<file path="src/design/pwm_dac_pkg.sv">
package pwm_dac_pkg;

    // bus geometry
    localparam int ADDR_W = 18;
    localparam int DATA_W = 32;

    // register indices; byte address is four times the index
    localparam logic [15:0] CLOCK_SELECT_IDX = 16'hFFCC;
    localparam logic [15:0] DUTY_UPPER_IDX = 16'hFFCD;
    localparam logic [15:0] DUTY_LOWER_IDX = 16'hFFCE;
    localparam logic [15:0] STATUS_IDX = 16'hFFCF;

    // reset values and read images
    localparam logic [7:0] CLOCK_SELECT_RESET = 8'hFE;
    localparam logic [7:0] DUTY_UPPER_RESET = 8'hC0;
    localparam logic [7:0] DUTY_LOWER_RESET = 8'h00;
    localparam logic [7:0] WRITE_ONLY_READ = 8'hFF;
    localparam logic [1:0] DUTY_UPPER_UNUSED = 2'h3;

    // field layout
    localparam int PERIOD_SEL_BIT = 0;
    localparam int DUTY_W = 14;
    localparam int DUTY_UPPER_W = 6;
    localparam int DUTY_LOWER_W = 8;
    localparam int SLOT_BITS = 6;
    localparam int UNIT_BITS = 8;
    localparam logic [DUTY_W-1:0] DUTY_FULL_HIGH = 14'h3FC0;
    localparam int DUTY_OFFSET = 64;

    // status register fields
    localparam int STATUS_SEL_BIT = 14;
    localparam int STATUS_OUT_BIT = 15;

    // conversion periods in system clocks
    localparam int PERIOD_DIV2_CLKS = 16384;
    localparam int PERIOD_DIV4_CLKS = 32768;

    // bus responses
    localparam logic [1:0] RESP_OKAY = 2'h0;
    localparam logic [1:0] RESP_DECERR = 2'h3;

    typedef enum logic [2:0] {
        SEL_CLOCK,
        SEL_UPPER,
        SEL_LOWER,
        SEL_STATUS,
        SEL_NONE
    } reg_sel_e;

    // configuration handed to the waveform generator
    typedef struct packed {
        logic period_sel;
        logic [DUTY_W-1:0] duty;
    } gen_cfg_s;

    // slot order for spreading the spare units evenly
    function automatic logic [SLOT_BITS-1:0] bit_reverse(input logic [SLOT_BITS-1:0] v);
        logic [SLOT_BITS-1:0] r;
        r = '0;
        for (int i = 0; i < SLOT_BITS; i++) begin
            r[i] = v[SLOT_BITS-1-i];
        end
        return r;
    endfunction : bit_reverse

endpackage : pwm_dac_pkg

</file>
<file path="src/design/pwm_dac_top.sv">
// Summary of operation
// - Clock select 0 runs the generator at clock/2 (16384-clock period), 1 at clock/4 (32768-clock period).
// - The clock select register resets to FE and its seven upper bits read 1 and ignore writes.
// - The clock select bit is write-only and always reads back as 1.
// - The duty is 14 bits: upper 6 in bits 5..0 of the upper byte, lower 8 in the lower byte.
// - Up to a duty of 3FC0, high time per period equals (duty + 64) times half the generator input clock period.
// - Writing the upper byte hands the full 14-bit value to the generator, applied in step with its timing.
// - Both duty bytes are write-only and read as all ones.
// - The duty bytes reset to C000: upper C0 with top bits 1, lower 00.
// - Each period is split into 64 equal slots with the high time spread among them.
// - A duty from 3FC0 to 3FFF keeps the output high all the time.
module pwm_dac_top
    import pwm_dac_pkg::*;
#(
    parameter int PERIOD_FAST_CLKS = PERIOD_DIV2_CLKS,
    parameter int PERIOD_SLOW_CLKS = PERIOD_DIV4_CLKS
) (
    input wire logic aclk,
    input wire logic aresetn,
    input wire logic [ADDR_W-1:0] s_axi_awaddr,
    input wire logic [2:0] s_axi_awprot,
    input wire logic s_axi_awvalid,
    output logic s_axi_awready,
    input wire logic [DATA_W-1:0] s_axi_wdata,
    input wire logic [DATA_W/8-1:0] s_axi_wstrb,
    input wire logic s_axi_wvalid,
    output logic s_axi_wready,
    output logic [1:0] s_axi_bresp,
    output logic s_axi_bvalid,
    input wire logic s_axi_bready,
    input wire logic [ADDR_W-1:0] s_axi_araddr,
    input wire logic [2:0] s_axi_arprot,
    input wire logic s_axi_arvalid,
    output logic s_axi_arready,
    output logic [DATA_W-1:0] s_axi_rdata,
    output logic [1:0] s_axi_rresp,
    output logic s_axi_rvalid,
    input wire logic s_axi_rready,
    output logic pwm_out
);

    // map a byte address to a register
    function automatic reg_sel_e reg_decode(input logic [ADDR_W-1:0] addr);
        reg_sel_e sel;
        sel = SEL_NONE;
        if (addr[1:0] == 2'h0) begin
            unique case (addr[ADDR_W-1:2])
                CLOCK_SELECT_IDX: sel = SEL_CLOCK;
                DUTY_UPPER_IDX: sel = SEL_UPPER;
                DUTY_LOWER_IDX: sel = SEL_LOWER;
                STATUS_IDX: sel = SEL_STATUS;
                default: sel = SEL_NONE;
            endcase
        end
        return sel;
    endfunction : reg_decode

    logic aw_full_reg;
    logic [ADDR_W-1:0] aw_addr_reg;
    logic w_full_reg;
    logic [DATA_W-1:0] w_data_reg;
    logic [DATA_W/8-1:0] w_strb_reg;
    logic bvalid_reg;
    logic [1:0] bresp_reg;
    logic rvalid_reg;
    logic [1:0] rresp_reg;
    logic [DATA_W-1:0] rdata_reg;
    logic [DATA_W-1:0] rdata_next;
    reg_sel_e rd_sel_reg;
    reg_sel_e wr_sel;
    reg_sel_e rd_sel;
    logic wr_fire;
    logic wr_lane0;
    logic ar_fire;

    logic [7:0] clock_select_reg;
    logic [7:0] duty_upper_byte;
    logic [7:0] duty_lower_byte;
    logic [DUTY_W-1:0] latched_duty_reg;
    gen_cfg_s gen_cfg;
    gen_cfg_s gen_active;
    logic gen_period_start;
    logic gen_out;

    // channel readiness: one write and one read in flight
    assign s_axi_awready = !aw_full_reg && !bvalid_reg;
    assign s_axi_wready = !w_full_reg && !bvalid_reg;
    assign s_axi_arready = !rvalid_reg;
    assign wr_fire = aw_full_reg && w_full_reg && !bvalid_reg;
    assign ar_fire = s_axi_arvalid && s_axi_arready;
    assign wr_sel = reg_decode(aw_addr_reg);
    assign rd_sel = reg_decode(s_axi_araddr);
    assign wr_lane0 = wr_fire && w_strb_reg[0];

    // write address holding stage
    always_ff @(posedge aclk) begin
        if (!aresetn) begin
            aw_full_reg <= 1'b0;
            aw_addr_reg <= '0;
        end else if (s_axi_awvalid && s_axi_awready) begin
            aw_full_reg <= 1'b1;
            aw_addr_reg <= s_axi_awaddr;
        end else if (wr_fire) begin
            aw_full_reg <= 1'b0;
        end
    end

    // write data holding stage
    always_ff @(posedge aclk) begin
        if (!aresetn) begin
            w_full_reg <= 1'b0;
            w_data_reg <= '0;
            w_strb_reg <= '0;
        end else if (s_axi_wvalid && s_axi_wready) begin
            w_full_reg <= 1'b1;
            w_data_reg <= s_axi_wdata;
            w_strb_reg <= s_axi_wstrb;
        end else if (wr_fire) begin
            w_full_reg <= 1'b0;
        end
    end

    // write response once both halves are in
    always_ff @(posedge aclk) begin
        if (!aresetn) begin
            bvalid_reg <= 1'b0;
            bresp_reg <= RESP_OKAY;
        end else if (wr_fire) begin
            bvalid_reg <= 1'b1;
            bresp_reg <= (wr_sel == SEL_NONE) ? RESP_DECERR : RESP_OKAY;
        end else if (s_axi_bready) begin
            bvalid_reg <= 1'b0;
        end
    end

    // clock select: only bit 0 is stored, the rest stay 1
    always_ff @(posedge aclk) begin
        if (!aresetn) begin
            clock_select_reg <= CLOCK_SELECT_RESET;
        end else if (wr_lane0 && wr_sel == SEL_CLOCK) begin
            clock_select_reg <= {CLOCK_SELECT_RESET[7:1], w_data_reg[PERIOD_SEL_BIT]};
        end
    end

    // lower duty byte, held until the upper byte arrives
    always_ff @(posedge aclk) begin
        if (!aresetn) begin
            duty_lower_byte <= DUTY_LOWER_RESET;
        end else if (wr_lane0 && wr_sel == SEL_LOWER) begin
            duty_lower_byte <= w_data_reg[DUTY_LOWER_W-1:0];
        end
    end

    // upper duty byte; top two bits always 1
    always_ff @(posedge aclk) begin
        if (!aresetn) begin
            duty_upper_byte <= DUTY_UPPER_RESET;
        end else if (wr_lane0 && wr_sel == SEL_UPPER) begin
            duty_upper_byte <= {DUTY_UPPER_UNUSED, w_data_reg[DUTY_UPPER_W-1:0]};
        end
    end

    // upper byte write transfers the whole 14-bit value
    always_ff @(posedge aclk) begin
        if (!aresetn) begin
            latched_duty_reg <= {DUTY_UPPER_RESET[DUTY_UPPER_W-1:0], DUTY_LOWER_RESET};
        end else if (wr_lane0 && wr_sel == SEL_UPPER) begin
            latched_duty_reg <= {w_data_reg[DUTY_UPPER_W-1:0], duty_lower_byte};
        end
    end

    assign gen_cfg.period_sel = clock_select_reg[PERIOD_SEL_BIT];
    assign gen_cfg.duty = latched_duty_reg;

    // read image: write-only registers answer all ones
    always_comb begin
        rdata_next = '0;
        unique case (rd_sel)
            SEL_CLOCK: rdata_next = {24'h000000, WRITE_ONLY_READ};
            SEL_UPPER: rdata_next = {24'h000000, WRITE_ONLY_READ};
            SEL_LOWER: rdata_next = {24'h000000, WRITE_ONLY_READ};
            SEL_STATUS: begin
                rdata_next[DUTY_W-1:0] = gen_active.duty;
                rdata_next[STATUS_SEL_BIT] = gen_active.period_sel;
                rdata_next[STATUS_OUT_BIT] = gen_out;
            end
            SEL_NONE: rdata_next = '0;
        endcase
    end

    // read channel
    always_ff @(posedge aclk) begin
        if (!aresetn) begin
            rvalid_reg <= 1'b0;
            rresp_reg <= RESP_OKAY;
            rdata_reg <= '0;
            rd_sel_reg <= SEL_NONE;
        end else if (ar_fire) begin
            rvalid_reg <= 1'b1;
            rresp_reg <= (rd_sel == SEL_NONE) ? RESP_DECERR : RESP_OKAY;
            rdata_reg <= rdata_next;
            rd_sel_reg <= rd_sel;
        end else if (s_axi_rready) begin
            rvalid_reg <= 1'b0;
        end
    end

    assign s_axi_bvalid = bvalid_reg;
    assign s_axi_bresp = bresp_reg;
    assign s_axi_rvalid = rvalid_reg;
    assign s_axi_rresp = rresp_reg;
    assign s_axi_rdata = rdata_reg;
    assign pwm_out = gen_out;

    // waveform generator
    pwm_wave_gen #(
        .PERIOD_FAST_CLKS(PERIOD_FAST_CLKS),
        .PERIOD_SLOW_CLKS(PERIOD_SLOW_CLKS)
    ) u_gen (
        .aclk(aclk),
        .aresetn(aresetn),
        .cfg(gen_cfg),
        .active(gen_active),
        .period_start(gen_period_start),
        .pwm_out(gen_out)
    );
endmodule : pwm_dac_top

</file>
<file path="src/design/pwm_wave_gen.sv">
module pwm_wave_gen
    import pwm_dac_pkg::*;
#(
    parameter int PERIOD_FAST_CLKS = PERIOD_DIV2_CLKS,
    parameter int PERIOD_SLOW_CLKS = PERIOD_DIV4_CLKS
) (
    input wire logic aclk,
    input wire logic aresetn,
    input wire gen_cfg_s cfg,
    output gen_cfg_s active,
    output logic period_start,
    output logic pwm_out
);

    logic half_reg;
    logic [UNIT_BITS+SLOT_BITS-1:0] pos_reg;
    gen_cfg_s active_reg;
    logic pwm_reg;
    logic unit_tick;
    logic wrap;
    logic [UNIT_BITS:0] slot_high;
    logic high;

    // unit tick: every clock for div 2, every other clock for div 4
    assign unit_tick = !active_reg.period_sel || half_reg;
    assign wrap = unit_tick && (&pos_reg);

    // per slot: upper duty bits plus one, one spare unit in slots whose bit-reversed number is below the low six duty bits
    assign slot_high = {1'b0, active_reg.duty[DUTY_W-1:SLOT_BITS]} + 9'h001
        + {8'h00, (bit_reverse(pos_reg[UNIT_BITS+SLOT_BITS-1:UNIT_BITS]) < active_reg.duty[SLOT_BITS-1:0])};
    // saturates to a full slot from 3FC0 upward
    assign high = {1'b0, pos_reg[UNIT_BITS-1:0]} < slot_high;

    // input clock divider
    always_ff @(posedge aclk) begin
        if (!aresetn) begin
            half_reg <= 1'b0;
        end else begin
            half_reg <= active_reg.period_sel ? !half_reg : 1'b0;
        end
    end

    // position in the period: slot in upper bits, unit in lower
    always_ff @(posedge aclk) begin
        if (!aresetn) begin
            pos_reg <= '0;
        end else if (unit_tick) begin
            pos_reg <= pos_reg + 14'h0001;
        end
    end

    // new settings only at a period boundary
    always_ff @(posedge aclk) begin
        if (!aresetn) begin
            active_reg <= '0;
        end else if (wrap) begin
            active_reg <= cfg;
        end
    end

    // registered output
    always_ff @(posedge aclk) begin
        if (!aresetn) begin
            pwm_reg <= 1'b0;
        end else begin
            pwm_reg <= high;
        end
    end

    assign active = active_reg;
    assign period_start = wrap;
    assign pwm_out = pwm_reg;

    // helper counters for checks
    logic [16:0] chk_cycles;
    logic [16:0] chk_high;
    always_ff @(posedge aclk) begin
        if (!aresetn || wrap) begin
            chk_cycles <= '0;
            chk_high <= '0;
        end else begin
            chk_cycles <= chk_cycles + 17'h00001;
            chk_high <= chk_high + {16'h0000, high};
        end
    end
endmodule : pwm_wave_gen

</file>
<file path="config.mk">
export PLATFORM = sky130hd
export DESIGN_NAME = pwm_dac_top
export DESIGN_NICKNAME = d
export VERILOG_FILES = /design/src/design/pwm_dac_pkg.sv /design/src/design/pwm_dac_top.sv /design/src/design/pwm_wave_gen.sv
export SDC_FILE = /design/constraint.sdc
export NUM_CORES = 1
export LEC_CHECK = 0
export BUFFER_PORTS_ARGS = -buffer_cell sky130_fd_sc_hd__clkbuf_2
export CORE_MARGIN = 8
export CORE_UTILIZATION = 30
export CTS_BUF_LIST = sky130_fd_sc_hd__clkbuf_16
export DETAILED_ROUTE_END_ITERATION = 12
export SLEW_MARGIN = 20
export SYNTH_ARGS = -nofsm -noshare
export SYNTH_HDL_FRONTEND = slang
export SYNTH_SLANG_ARGS = --single-unit
export TNS_END_PERCENT = 10
</file>
<file path="constraint.sdc">
create_clock -name aclk -period 8.6 [get_ports aclk]
set_input_delay 0 -clock aclk [delete_from_list [all_inputs] [get_ports aclk]]
set_output_delay 0 -clock aclk [all_outputs]
set_load 0.005 [all_outputs]
</file>
## Word level (Yosys, flattened, before mapping)

Cells that the tools add are included.

| storage, ports and cells | value |
|---|---|
| logic and storage cells | 82 |
| input port bits | 85 |
| flip-flop bits (word level) | 105 |

| operators by class | value |
|---|---|
| add/subtract/negate cells | 3 |
| magnitude comparators | 2 |
| equal/unequal tests | 15 |
| mux-type cells | 14 |
| reduce and logical (&&, ||, !) cells | 30 |

Operator list:

| operator | number |
|---|---|
| $eq A16 B16 Y1 const B | 8 |
| $pmux W16 S3 | 1 |
| $pmux W3 S4 | 2 |
| $add A14 B1 Y14 const B | 1 |
| $reduce_and A14 Y1 | 1 |
| $logic_and A1 B1 Y1 | 12 |
| $add A8 B1 Y9 const B | 1 |
| $add A9 B1 Y9 | 1 |
| $eq A3 B2 Y1 const B | 3 |
| $lt A8 B9 Y1 | 1 |
| $reduce_bool A2 Y1 | 4 |
| $mux W1 | 7 |
| $eq A3 B1 Y1 const B | 2 |
| $eq A3 B3 Y1 const B | 2 |
| $logic_not A1 Y1 | 6 |
| $logic_not A3 Y1 | 2 |
| $lt A6 B6 Y1 | 1 |
| $mux W3 | 2 |
| $logic_not A2 Y1 | 2 |
| $mux W2 | 2 |
| $reduce_or A3 Y1 | 1 |
| $reduce_and A2 Y1 | 1 |
| $logic_or A1 B1 Y1 | 1 |

## Logic depth before layout (Yosys ltp)

Gate-level depths: netlist of run 1.

| logic depth | value |
|---|---|
| word-level depth | 6 |
| mapped depth | 15 |

## Modules after synthesis

From an unflattened synthesis of run 1, not the netlist that was laid out.

| second synthesis, totals | value |
|---|---|
| cell total of the unflattened synthesis | 540 |
| area total of the unflattened synthesis | 4714.5 um2 |

By module, submodules not included:

| module | area each (um2) | seq. area each (um2) | cells each | instances |
|---|---|---|---|---|
| pwm_dac_top | 3006.6 | 1441.4 | 336 | 1 |
| pwm_wave_gen | 1707.9 | 620.6 | 204 | 1 |

## Worst setup path after synthesis of run 1

Ideal clock, no wire load.

| path | value |
|---|---|
| kind | register to register |
| from | register u_gen.active_reg (netlist bit u_gen.active[3]) |
| to | register u_gen.pwm_reg, in the netlist u_gen.pwm_out |
| slack | 5.879 ns |
| library setup time | 0.075 ns |
| stages on the path, launching flop included | 15 |
| period minus slack after synthesis | 2.721 ns |
| arrival | 2.647 ns |
| required time | 8.525 ns |
| cells stage by stage | dfxtp_1 inv_1 ha_1 a21oi_1 o21ai_0 a31o_2 ha_1 inv_1 ha_1 and3_1 nand3_1 xor2_1 ha_1 a2111o_1 o22ai_1 |

| between the ends | value |
|---|---|
| cells in the longest elaborated chain, start to end | 3 |

RTL lines:

| what | RTL line | RTL |
|---|---|---|
| start, declared | pwm_wave_gen.sv:17 | `gen_cfg_s active_reg;` |
| start signal, assigned | pwm_wave_gen.sv:57 | `active_reg <= cfg;` |
| $lt A6 B6 Y1 | pwm_wave_gen.sv:30 | `+ {8'h00, (bit_reverse(pos_reg[UNIT_BITS+SLOT_BITS-1:UNIT_BITS]) < active_reg.duty[SLOT_BITS-1:0])};` |
| $add A9 B1 Y9 | pwm_wave_gen.sv:30 |  |
| $lt A8 B9 Y1 | pwm_wave_gen.sv:32 | `assign high = {1'b0, pos_reg[UNIT_BITS-1:0]} < slot_high;` |
| end signal, assigned | pwm_wave_gen.sv:66 | `pwm_reg <= high;` |
| end, declared | pwm_wave_gen.sv:18 | `logic pwm_reg;` |

Every way passes these cells.
A chain may end at the register's enable or synchronous reset.

## Final worst setup path of run 1

| path | value |
|---|---|
| from | register u_gen.pos_reg[10] |
| to | register u_gen.pwm_reg, in the netlist u_gen.pwm_out |

| between the ends | value |
|---|---|
| cells in the longest elaborated chain, start to end | 3 |

RTL lines:

| what | RTL line | RTL |
|---|---|---|
| start, declared | pwm_wave_gen.sv:16 | `logic [UNIT_BITS+SLOT_BITS-1:0] pos_reg;` |
| start signal, assigned | pwm_wave_gen.sv:48 | `pos_reg <= pos_reg + 14'h0001;` |
| $lt A6 B6 Y1 | pwm_wave_gen.sv:30 |  |
| $add A9 B1 Y9 | pwm_wave_gen.sv:30 |  |
| $lt A8 B9 Y1 | pwm_wave_gen.sv:32 |  |

Every way passes these cells.

==> results of run 1 <==
[Yosys cell counts (2+ instances only)]
cell        n
or4_1       4
nand2b_1    6
or3_1       3
buf_1       3
inv_1      13
a21oi_1    39
nand4_1     8
mux2i_1    39
o31ai_1     4
nor2_1     24
nand4b_1    4
o21ai_0     5
o221a_2     8
a32oi_1     8
and3_1      3
buf_4      18
ha_1       15
xnor2_1     4
nand2_1   112
a21o_1      2
o21a_1      2
dfxtp_1   103
clkbuf_1   17
xor2_1     10
nor2b_1     2
nand3_1     6
buf_6       2
and2_1      5
[power by group through the flow]
stage          logic, mW  registers [mW]  clock network, mW
2_1_floorplan     0.0474           0.510                  0
3_3_place_gp      0.0659           0.512                  0
3_5_place_dp      0.0676           0.513                  0
4_1_cts           0.0780           0.502              0.405
5_1_grt           0.0877           0.504              0.426
6_report          0.0775           0.502              0.393
[cell families (layout without fill, tap and decap cells)]
group           count (synthesis)  in the layout  share of synthesized area
xor+xnor                       14             14                     0.0275
buf+inv                        54            138                     0.0643
flops                         103            103                      0.463
fa+ha+maj                      15             15                     0.0421
other cells                     1             16                   0.000841
compound gates                 75             75                      0.113
simple gates                  189            189                      0.202
mux                            39             39                     0.0876
[worst min-delay path, cell delays in order]
cell      delay, ns
clkbuf_2       0.09
and2_1         0.21
nand2_1        0.09
a21oi_1        0.05
[worst max-delay path by stage]
stage                                to  slack [ns]  cells after the start
6_report       u_gen.pwm_out$_SDFF_PN0_        5.62                     13
5_1_grt        u_gen.pwm_out$_SDFF_PN0_        5.41                     13
4_1_cts        u_gen.pwm_out$_SDFF_PN0_        5.59                     14
3_5_place_dp   u_gen.pwm_out$_SDFF_PN0_        5.61                     14
3_3_place_gp   u_gen.pwm_out$_SDFF_PN0_        5.64                     14
2_1_floorplan  u_gen.pwm_out$_SDFF_PN0_        5.88                     14
[routing by layer]
| metal | wire [µm] | global-route usage | vias to the layer above |
|---|---|---|---|
| met5 | 0 | 0 | - |
| met4 | 63 | 0.0269 | 0 |
| met3 | 568 | 0.0395 | 6 |
| met2 | 4840 | 0.181 | 85 |
| met1 | 4550 | 0.128 | 1575 |
| li1 | - | - | 1850 |
[final cells by class]
cell class / instances / area, µm²
fillers: 1466 / 9040
multi-input cells: 348 / 2160
flip-flops and latches: 103 / 2060
repair buffers: 109 / 698
well taps: 184 / 230
clock buffers: 9 / 225
clock inverters: 7 / 67.6
inverters: 13 / 48.8
[what timing repair did]
item | CTS | global route
hold endpoints to repair | 29 | 0
resized for setup | 0 | 0
hold buffers | 29 | 0
==> summary.txt, run 1 <==
Synth
  • Synthesized cell area: 4460 µm²
  • Seq/Total Area, Yosys: 0.463
  • Area contributors post-synth: dfxtp_1 (46%), nand2_1 (9.4%), mux2i_1 (8.8%)
  • Avg Cell Area, Syn: 9.10 µm²
  • Post-synth EDFFs: 0
  • Count of cell types in the netlist: 49
  • Asr flop ratio synth: 0
  • Dominant synthesized flop cell: dfxtp_1
  • Yosys top cell by area: dfxtp_1
  • YS warnings: 0
  • Synthesis-stage register bit count: 103
  • Share of the synthesized area in the top cell type: 0.463
  • Syn Inst Count: 490

Critical path
  • Worst EP required: 8.88 ns
  • R2r startpoint: u_gen.pos_reg[10]$_SDFFE_PN0P_
  • CP Launch Type: flip-flop
  • Worst EP arrival: 3.25 ns
  • CP top delay family: compound AO/OA/AOI/OAI gates
  • Crit-path max FO: 6
  • Highest cell delay on the worst timing path: 0.44 ns
  • Crit. End Element: flip-flop
  • Slowest CP cell: dfxtp_1
  • CP Cell Sequence: ha_1, a21oi_1, o21ai_0, a31o_2, ha_1, inv_1, ha_1, and3_1, nand3_1, xor2_1, ha_1, a2111o_1, o22ai_1
  • Worst path bufs/invs: 1
  • R2r endpoint: u_gen.pwm_out$_SDFF_PN0_
  • Worst Setup SP: u_gen.pos_reg[10]$_SDFFE_PN0P_
  • FF-to-FF path depth: 13
  • Setup CP Type: flip-flop to flip-flop
  • Flop-to-flop setup slack: 5.62 ns
  • Most used cell, CP: ha_1

Floorplanning
  • FP Rows: 44
  • IO Pins: 127
  • Core area: 14500 µm²
  • Initial core utilization: 0.307
  • Die width: 138 µm
  • Die Y-Extent: 138 µm
  • Die ar.: 19000 µm²

Finish
  • Most frequent cells in the layout: nand2_1 (112), dfxtp_1 (103), clkbuf_2 (77), a21oi_1 (39), mux2i_1 (39)
  • Share of layout cells above drive strength 1: 0.188
  • Antenna Cells: 0
  • Area grow syn2layout: 23.3%
  • NumNets Final: 684
  • Layout Utilization: 0.378
  • Final non-filler cell total: 773
  • Final std cell area, no fill: 5500 µm²
  • Max FFs per register: 18
  • Most common cell after layout, fill and taps aside: nand2_1

Clock tree
  • Post-CTS setup buffers: 0
  • Num CTS Buffers: 9
  • CTS sink cnt: 103
  • Root Buffer: clkbuf_16
  • Clk slew on worst S/H paths: 0.07 ns
  • H-tree depth: 3
  • Clock buffer depth: 2
  • CTS tree: done
  • Worst-skew pair later-pin latency: 0.35 ns

Min path
  • Hold_sp: s_axi_wvalid
  • Hold crit path type: input pin to flip-flop
  • Worst hold path depth: 4
  • Worst Hold End: w_strb_reg[0]$_SDFFE_PN0P_

Pwr
  • Sequential Power Share: 0.516
  • VDD IR max: 0.106 mV
  • P_sw: 0.241 mW
  • Switching Share: 0.247
  • Total Power: 0.972 mW
  • PD cells: 177 nW/µm²
  • Pleak: 2.34 nW
  • Combinational share of power: 0.080
  • Clock Power Share: 0.404
  • Pint: 0.732 mW

Global route
  • Total grt overflow: 0
  • Vias in the first global route: 3532
  • Gr usage total: 0.108
  • Largest net degree at the start of global routing: 58
  • First-pass GRT wire length: 16.6 mm
  • Initial antenna violation count: 0

Routing
  • Wire length per cell: 13.0 µm
  • DR vias: 3516
  • Post-route ant nets: 0
  • Initial DRC Count: 155
  • DR vias/cell: 4.55
  • Drt drc: 0
  • Pre-antenna DRT Iters: 4
  • Final wirelength: 10.0 mm

STA
  • Min Hold Slack: 0.137 ns
  • Setup TNS Final: 0 ns
  • Fmax achieved: 0.336 GHz
  • Unrepaired setup endpoints after global routing: no
  • # setup viols final: 0
  • Final hold vios: 0
  • Setup Skew: 0.0121 ns
  • Period utilization: 0.346
  • Slew Limit Headroom: 0.374
  • Fin crit period: 2.98 ns
  • Slew Limit Fails: 0
  • Tightest Pin Transition: 0.940 ns
  • Worst Setup Slack, final: 5.62 ns

Placed design
  • DP Worst Slack: 5.61 ns
  • Port Buffers: 77
  • GPL Wtd Cong: 0.766
  • Placed Cells: 728
  • DP Area: 4910 µm²
  • Detailed placer's ending HPWL: 7.37 mm

Job
  • Max Cap Viol: 0

Run status
  • Status: finished clean
(Power assumes the default switching activity.)
==> inputs of run 2 (changes only) <==
clock period = 2.8 ns   (was 8.6 ns; I/O delays follow)
==> run 2 against run 1 <==
Net effect:
- count of clock-buffer cells in the layout unchanged
- utilization rose by 1.3 points
- worst setup slack got worse by 5.5 ns
- hold slack got worse by 0.025 ns
- global-route usage is 0.46 points higher
- critical endpoint unchanged
==> summary.txt, run 2 (same netlist as run 1, synthesis figures left out) <==
Run status
  • Status: finished clean

Global route
  • Vias in the first global route: 3729
  • Initial antenna violation count: 0
  • Gr usage total: 0.112
  • Largest net degree at the start of global routing: 49
  • Total grt overflow: 0
  • First-pass GRT wire length: 17.2 mm

Critical path
  • R2r startpoint: u_gen.pos_reg[8]$_SDFFE_PN0P_
  • Setup CP Type: flip-flop to flip-flop
  • Worst Setup SP: u_gen.pos_reg[8]$_SDFFE_PN0P_
  • Crit. End Element: flip-flop
  • Worst EP required: 3.08 ns
  • CP Launch Type: flip-flop
  • Crit-path max FO: 2
  • Worst EP arrival: 2.98 ns
  • CP Capture Point: u_gen.pwm_out$_SDFF_PN0_
  • R2r endpoint: u_gen.pwm_out$_SDFF_PN0_
  • Flop-to-flop setup slack: 0.1 ns
  • FF-to-FF path depth: 12

Floorplanning
  • Core area: 14500 µm²
  • IO Pins: 127
  • Die width: 138 µm
  • Die ar.: 19000 µm²
  • FP Rows: 44
  • Die Y-Extent: 138 µm
  • Initial core utilization: 0.307

Finish
  • Max FFs per register: 18
  • Final std cell area, no fill: 5680 µm²
  • Share of layout cells above drive strength 1: 0.243
  • Most common cell after layout, fill and taps aside: nand2_1
  • Flip-flop and latch area: 2070 µm²
  • Most frequent cells in the layout: nand2_1 (112), dfxtp_1 (95), clkbuf_2 (77), mux2i_1 (39), a21oi_1 (37)
  • Area of the multi-input gates: 2260 µm²
  • Area grow syn2layout: 27.5%
  • NumNets Final: 697
  • Filler cell count: 1471
  • Final non-filler cell total: 786
  • Antenna Cells: 0

STA
  • Fmax achieved: 0.370 GHz
  • Setup Skew: 0.0104 ns
  • Worst Setup Slack, final: 0.0972 ns
  • Tightest Pin Transition: 0.857 ns
  • Final hold vios: 0
  • Slew Limit Headroom: 0.424
  • Min Hold Slack: 0.112 ns
  • Period utilization: 0.965
  • Unrepaired setup endpoints after global routing: yes
  • Fin crit period: 2.70 ns
  • Slew Limit Fails: 0
  • # setup viols final: 0

Clock tree
  • Root Buffer: clkbuf_16
  • CTS sink cnt: 103
  • Clk slew on worst S/H paths: 0.07 ns
  • CTS tree: done
  • Num CTS Buffers: 9
  • Clock buffer depth: 2
  • Worst-skew pair later-pin latency: 0.35 ns
  • H-tree depth: 3

Routing
  • DR vias: 3658
  • Post-route ant nets: 0
  • Wire length per cell: 13.4 µm
  • Pre-antenna DRT Iters: 4
  • Final wirelength: 10.5 mm
  • Drt drc: 0
  • DR vias/cell: 4.65
  • Initial DRC Count: 180

Pwr
  • Pint: 2.23 mW
  • Pleak: 2.39 nW
  • Clock Power Share: 0.395
  • Sequential Power Share: 0.522
  • P_sw: 0.723 mW
  • VDD IR max: 0.297 mV
  • PD cells: 520 nW/µm²
  • Combinational share of power: 0.083
  • Switching Share: 0.245

Placed design
  • Placed Cells: 738
  • Port Buffers: 77
  • DP Worst Slack: -0.0588 ns
  • Detailed placer's ending HPWL: 7.59 mm
  • GPL Wtd Cong: 0.790
  • DP Area: 4990 µm²

Job
  • Max Cap Viol: 0

Min path
  • Hold crit path type: input pin to flip-flop
run 2: cell count changes in the layout (fill, tap and decap cells not counted), moves of 2 or more:
cell	delta
buf_4	+13
dfxtp_1	-8
dfxtp_2	+8
inv_2	+3
inv_8	-2
ha_4	+5
inv_1	-3
a21oi_2	+2
a21oi_1	-2
ha_1	-6
run 2: layer usage:
metal	track usage	wire length [µm]
met1	0.131	4570
met2	0.195	5290
met3	0.0366	559
met4	0.0287	112
met5	0	0
run 2: what timing repair did:
action                                 CTS  global route
setup endpoints to repair                1             1
setup buffers                            2             1
endpoints found under the hold margin   29             0
pin swaps                                4            11
resized for setup                        7            20
hold buffers                            29             0
run 2: worst min path at each step:
stage          slack (ns)                      endpoint             start  cells past startpoint
6_report             0.11     s_axi_rvalid$_SDFFE_PN0P_     s_axi_arvalid                      4
3_5_place_dp         0.23   aw_addr_reg[6]$_SDFFE_PN0P_   s_axi_awaddr[6]                      3
3_3_place_gp         0.22   aw_addr_reg[6]$_SDFFE_PN0P_   s_axi_awaddr[6]                      3
5_1_grt              0.14     s_axi_rvalid$_SDFFE_PN0P_     s_axi_arvalid                      4
4_1_cts              0.10     s_axi_rvalid$_SDFFE_PN0P_     s_axi_arvalid                      4
2_1_floorplan        0.14  aw_addr_reg[17]$_SDFFE_PN0P_  s_axi_awaddr[17]                      2
run 2: worst max-delay path: stages, from the launching register on:
cell	delay, ns
dfxtp_1	0.38
ha_4	0.22
a21o_1	0.17
a31o_2	0.23
ha_4	0.16
inv_2	0.06
ha_4	0.12
and3_4	0.21
nand3_4	0.09
xor2_1	0.16
ha_1	0.32
a2111o_1	0.41
o22ai_1	0.12
run 2: cell type report:
| type | count | area share |
|---|---|---|
| clock buffer | 9 | 0.0396 |
| inverter | 13 | 0.00859 |
| timing repair buffer | 122 | 0.140 |
| multi-input combinational | 348 | 0.398 |
| tap | 184 | 0.0405 |
| clock inverter | 7 | 0.00859 |
| sequential | 103 | 0.365 |
run 2: through the flow:
step,util,total power [mW],TNS [ns]
2_1_floorplan,-,1.71,0
3_3_place_gp,0.343,1.78,0
3_5_place_dp,0.343,1.79,-0.0588
4_1_cts,0.384,2.98,0
5_1_grt,0.391,3.07,-0.0280
6_report,0.391,2.95,0
run 2: power by group through the flow:
stage	Clock (mW)	Sequential, mW	Combinational (mW)
2_1_floorplan	0	1.57	0.146
3_3_place_gp	0	1.57	0.205
3_5_place_dp	0	1.58	0.213
4_1_cts	1.20	1.54	0.244
5_1_grt	1.25	1.55	0.274
6_report	1.17	1.54	0.244
==> inputs of run 3 (changes only) <==
PLACE_DENSITY = 0.56   (was default)
==> run 3 against run 2 <==
Net effect:
- global-route usage shrank 0.13 points
- cell count shrank 0.38%
- hold slack gained 0.028 ns
- register-to-register slack lost 0.03 ns
- non-clock buffer count shrank 2
- combinational power is essentially flat
- power grew 0.48%
- die area is the same
- maximum frequency shrank 1.2%
- largest cell class unchanged
==> summary.txt, run 3 (same netlist as run 1, synthesis figures left out) <==
Clock tree
  • Clk slew on worst S/H paths: 0.07 ns
  • Worst-skew pair later-pin latency: 0.35 ns
  • Root Buffer: clkbuf_16
  • Num CTS Buffers: 9
  • H-tree depth: 3
  • CTS sink cnt: 103
  • CTS tree: done
  • Clock buffer depth: 2

Pwr
  • Total Power: 2.97 mW
  • VDD IR max: 0.305 mV
  • PD cells: 522 nW/µm²
  • Pleak: 2.39 nW

Floorplanning
  • IO Pins: 127
  • Core area: 14500 µm²
  • Die ar.: 19000 µm²
  • Die width: 138 µm
  • FP Rows: 44
  • Initial core utilization: 0.307
  • Die Y-Extent: 138 µm

STA
  • Tightest Pin Transition: 0.888 ns
  • Slew Limit Headroom: 0.407
  • Final hold vios: 0
  • Fmax achieved: 0.366 GHz
  • Fin crit period: 2.73 ns
  • # setup viols final: 0
  • Period utilization: 0.977
  • Unrepaired setup endpoints after global routing: yes
  • Setup TNS Final: 0 ns
  • Slew Limit Fails: 0
  • Setup Skew: 0.00863 ns

Job
  • Max Cap Viol: 0

Routing
  • Initial DRC Count: 174
  • Wire length per cell: 13.3 µm
  • Post-route ant nets: 0
  • DR vias: 3619
  • DR vias/cell: 4.62
  • Drt drc: 0
  • Final wirelength: 10.4 mm
  • Pre-antenna DRT Iters: 4

Critical path
  • Highest cell delay on the worst timing path: 0.44 ns
  • FF-to-FF path depth: 14
  • Worst EP required: 3.06 ns
  • Worst Setup SP: u_gen.active[3]$_SDFFE_PN0P_
  • CP Cell Sequence: inv_2, ha_4, a21oi_2, o21ai_2, a31o_2, ha_4, inv_2, ha_4, and3_4, nand3_2, xor2_1, ha_1, a2111o_1, o22ai_2
  • Flop-to-flop setup slack: 0.07 ns
  • R2r endpoint: u_gen.pwm_out$_SDFF_PN0_
  • CP Launch Type: flip-flop
  • Most used cell, CP: ha_4
  • Crit. End Element: flip-flop
  • Setup CP Type: flip-flop to flip-flop
  • CP Capture Point: u_gen.pwm_out$_SDFF_PN0_
  • Crit-path max FO: 2
  • Worst EP arrival: 3.00 ns
  • Slowest CP cell: a2111o_1
  • R2r startpoint: u_gen.active[3]$_SDFFE_PN0P_

Run status
  • Status: finished clean

Min path
  • Hold crit path type: input pin to flip-flop
  • Worst hold path depth: 3

Global route
  • Initial antenna violation count: 0
  • First-pass GRT wire length: 17.0 mm
  • Vias in the first global route: 3617
  • Gr usage total: 0.111
  • Total grt overflow: 0
  • Largest net degree at the start of global routing: 49

Finish
  • Area grow syn2layout: 27.5%
  • Share of layout cells above drive strength 1: 0.247
  • Max FFs per register: 18
  • Most common cell after layout, fill and taps aside: nand2_1
  • NumNets Final: 695
  • Most frequent cells in the layout: nand2_1 (112), dfxtp_1 (95), clkbuf_2 (77), mux2i_1 (39), a21oi_1 (37)
  • Antenna Cells: 0

Placed design
  • GPL Wtd Cong: 0.774
  • Port Buffers: 77
  • Detailed placer's ending HPWL: 7.52 mm
[run 3: cell count changes in the layout (fill, tap and decap cells not counted), sizes merged]
cell	before	now
buf	16	14
clkinvlp	2	3
clkinv	2	0
[run 3: per-stage QoR]
stage | utilization | std cells | cell area (µm²) | setup slack, ns | hold slack (ns)
floorplan | - | 505 | 4510 | 0.0786 | 0.136
global placement | 0.343 | 738 | 4990 | -0.0104 | 0.223
detailed placement | 0.343 | 738 | 4990 | -0.0714 | 0.230
CTS | 0.386 | 782 | 5610 | 0.0165 | 0.123
global route | 0.391 | 783 | 5680 | -0.0598 | 0.153
finish | 0.391 | 783 | 5680 | 0.0655 | 0.140
[run 3: final cells by class]
class	count	area, µm²
clock buffers	9	225
clock inverters	6	53.8
fillers	1454	8850
inverters	13	48.8
multi-input cells	348	2270
flip-flops and latches	103	2070
well taps	184	230
repair buffers	120	781
[run 3: worst max-delay path: cells and delay by family, from the launching register on]
kind	cells	cell delay (ns)
compound gates	5	0.95
fa+ha+maj	4	0.81
xor+xnor	1	0.17
buf+inv	2	0.10
simple gates	2	0.29
flops	1	0.34
[run 3: where the power goes]
| part | internal, mW | leakage (nW) | switching (mW) | total, mW |
|---|---|---|---|---|
| clock network | 0.614 | 0.128 | 0.571 | 1.18 |
| registers | 1.51 | 0.841 | 0.0301 | 1.54 |
| logic | 0.115 | 1.42 | 0.127 | 0.242 |
[run 3: repair_timing]
| action | CTS | global route |
|---|---|---|
| pin swaps | 8 | 10 |
| hold endpoints to repair | 29 | 0 |
| setup endpoints to repair | 1 | 1 |
| resized for setup | 14 | 15 |
| hold buffers | 29 | 0 |
| setup buffers | 0 | 1 |
[run 3: layer usage]
metal | vias to the layer above | global-route usage | wire [µm]
met5 | - | 0 | 0
met4 | 0 | 0.0322 | 90
met3 | 7 | 0.0351 | 490
met2 | 72 | 0.188 | 5170
met1 | 1675 | 0.132 | 4680
li1 | 1865 | - | -
[run 3: worst min-delay path by stage]
stage                     slack, ns        startpoint                            to
final                          0.14      s_axi_wvalid       w_full_reg$_SDFFE_PN0P_
after global routing           0.15      s_axi_wvalid       w_full_reg$_SDFFE_PN0P_
after CTS                      0.12      s_axi_wvalid       w_full_reg$_SDFFE_PN0P_
after detailed placement       0.23   s_axi_awaddr[6]   aw_addr_reg[6]$_SDFFE_PN0P_
after global placement         0.22   s_axi_awaddr[6]   aw_addr_reg[6]$_SDFFE_PN0P_
after floorplan                0.14  s_axi_awaddr[17]  aw_addr_reg[17]$_SDFFE_PN0P_
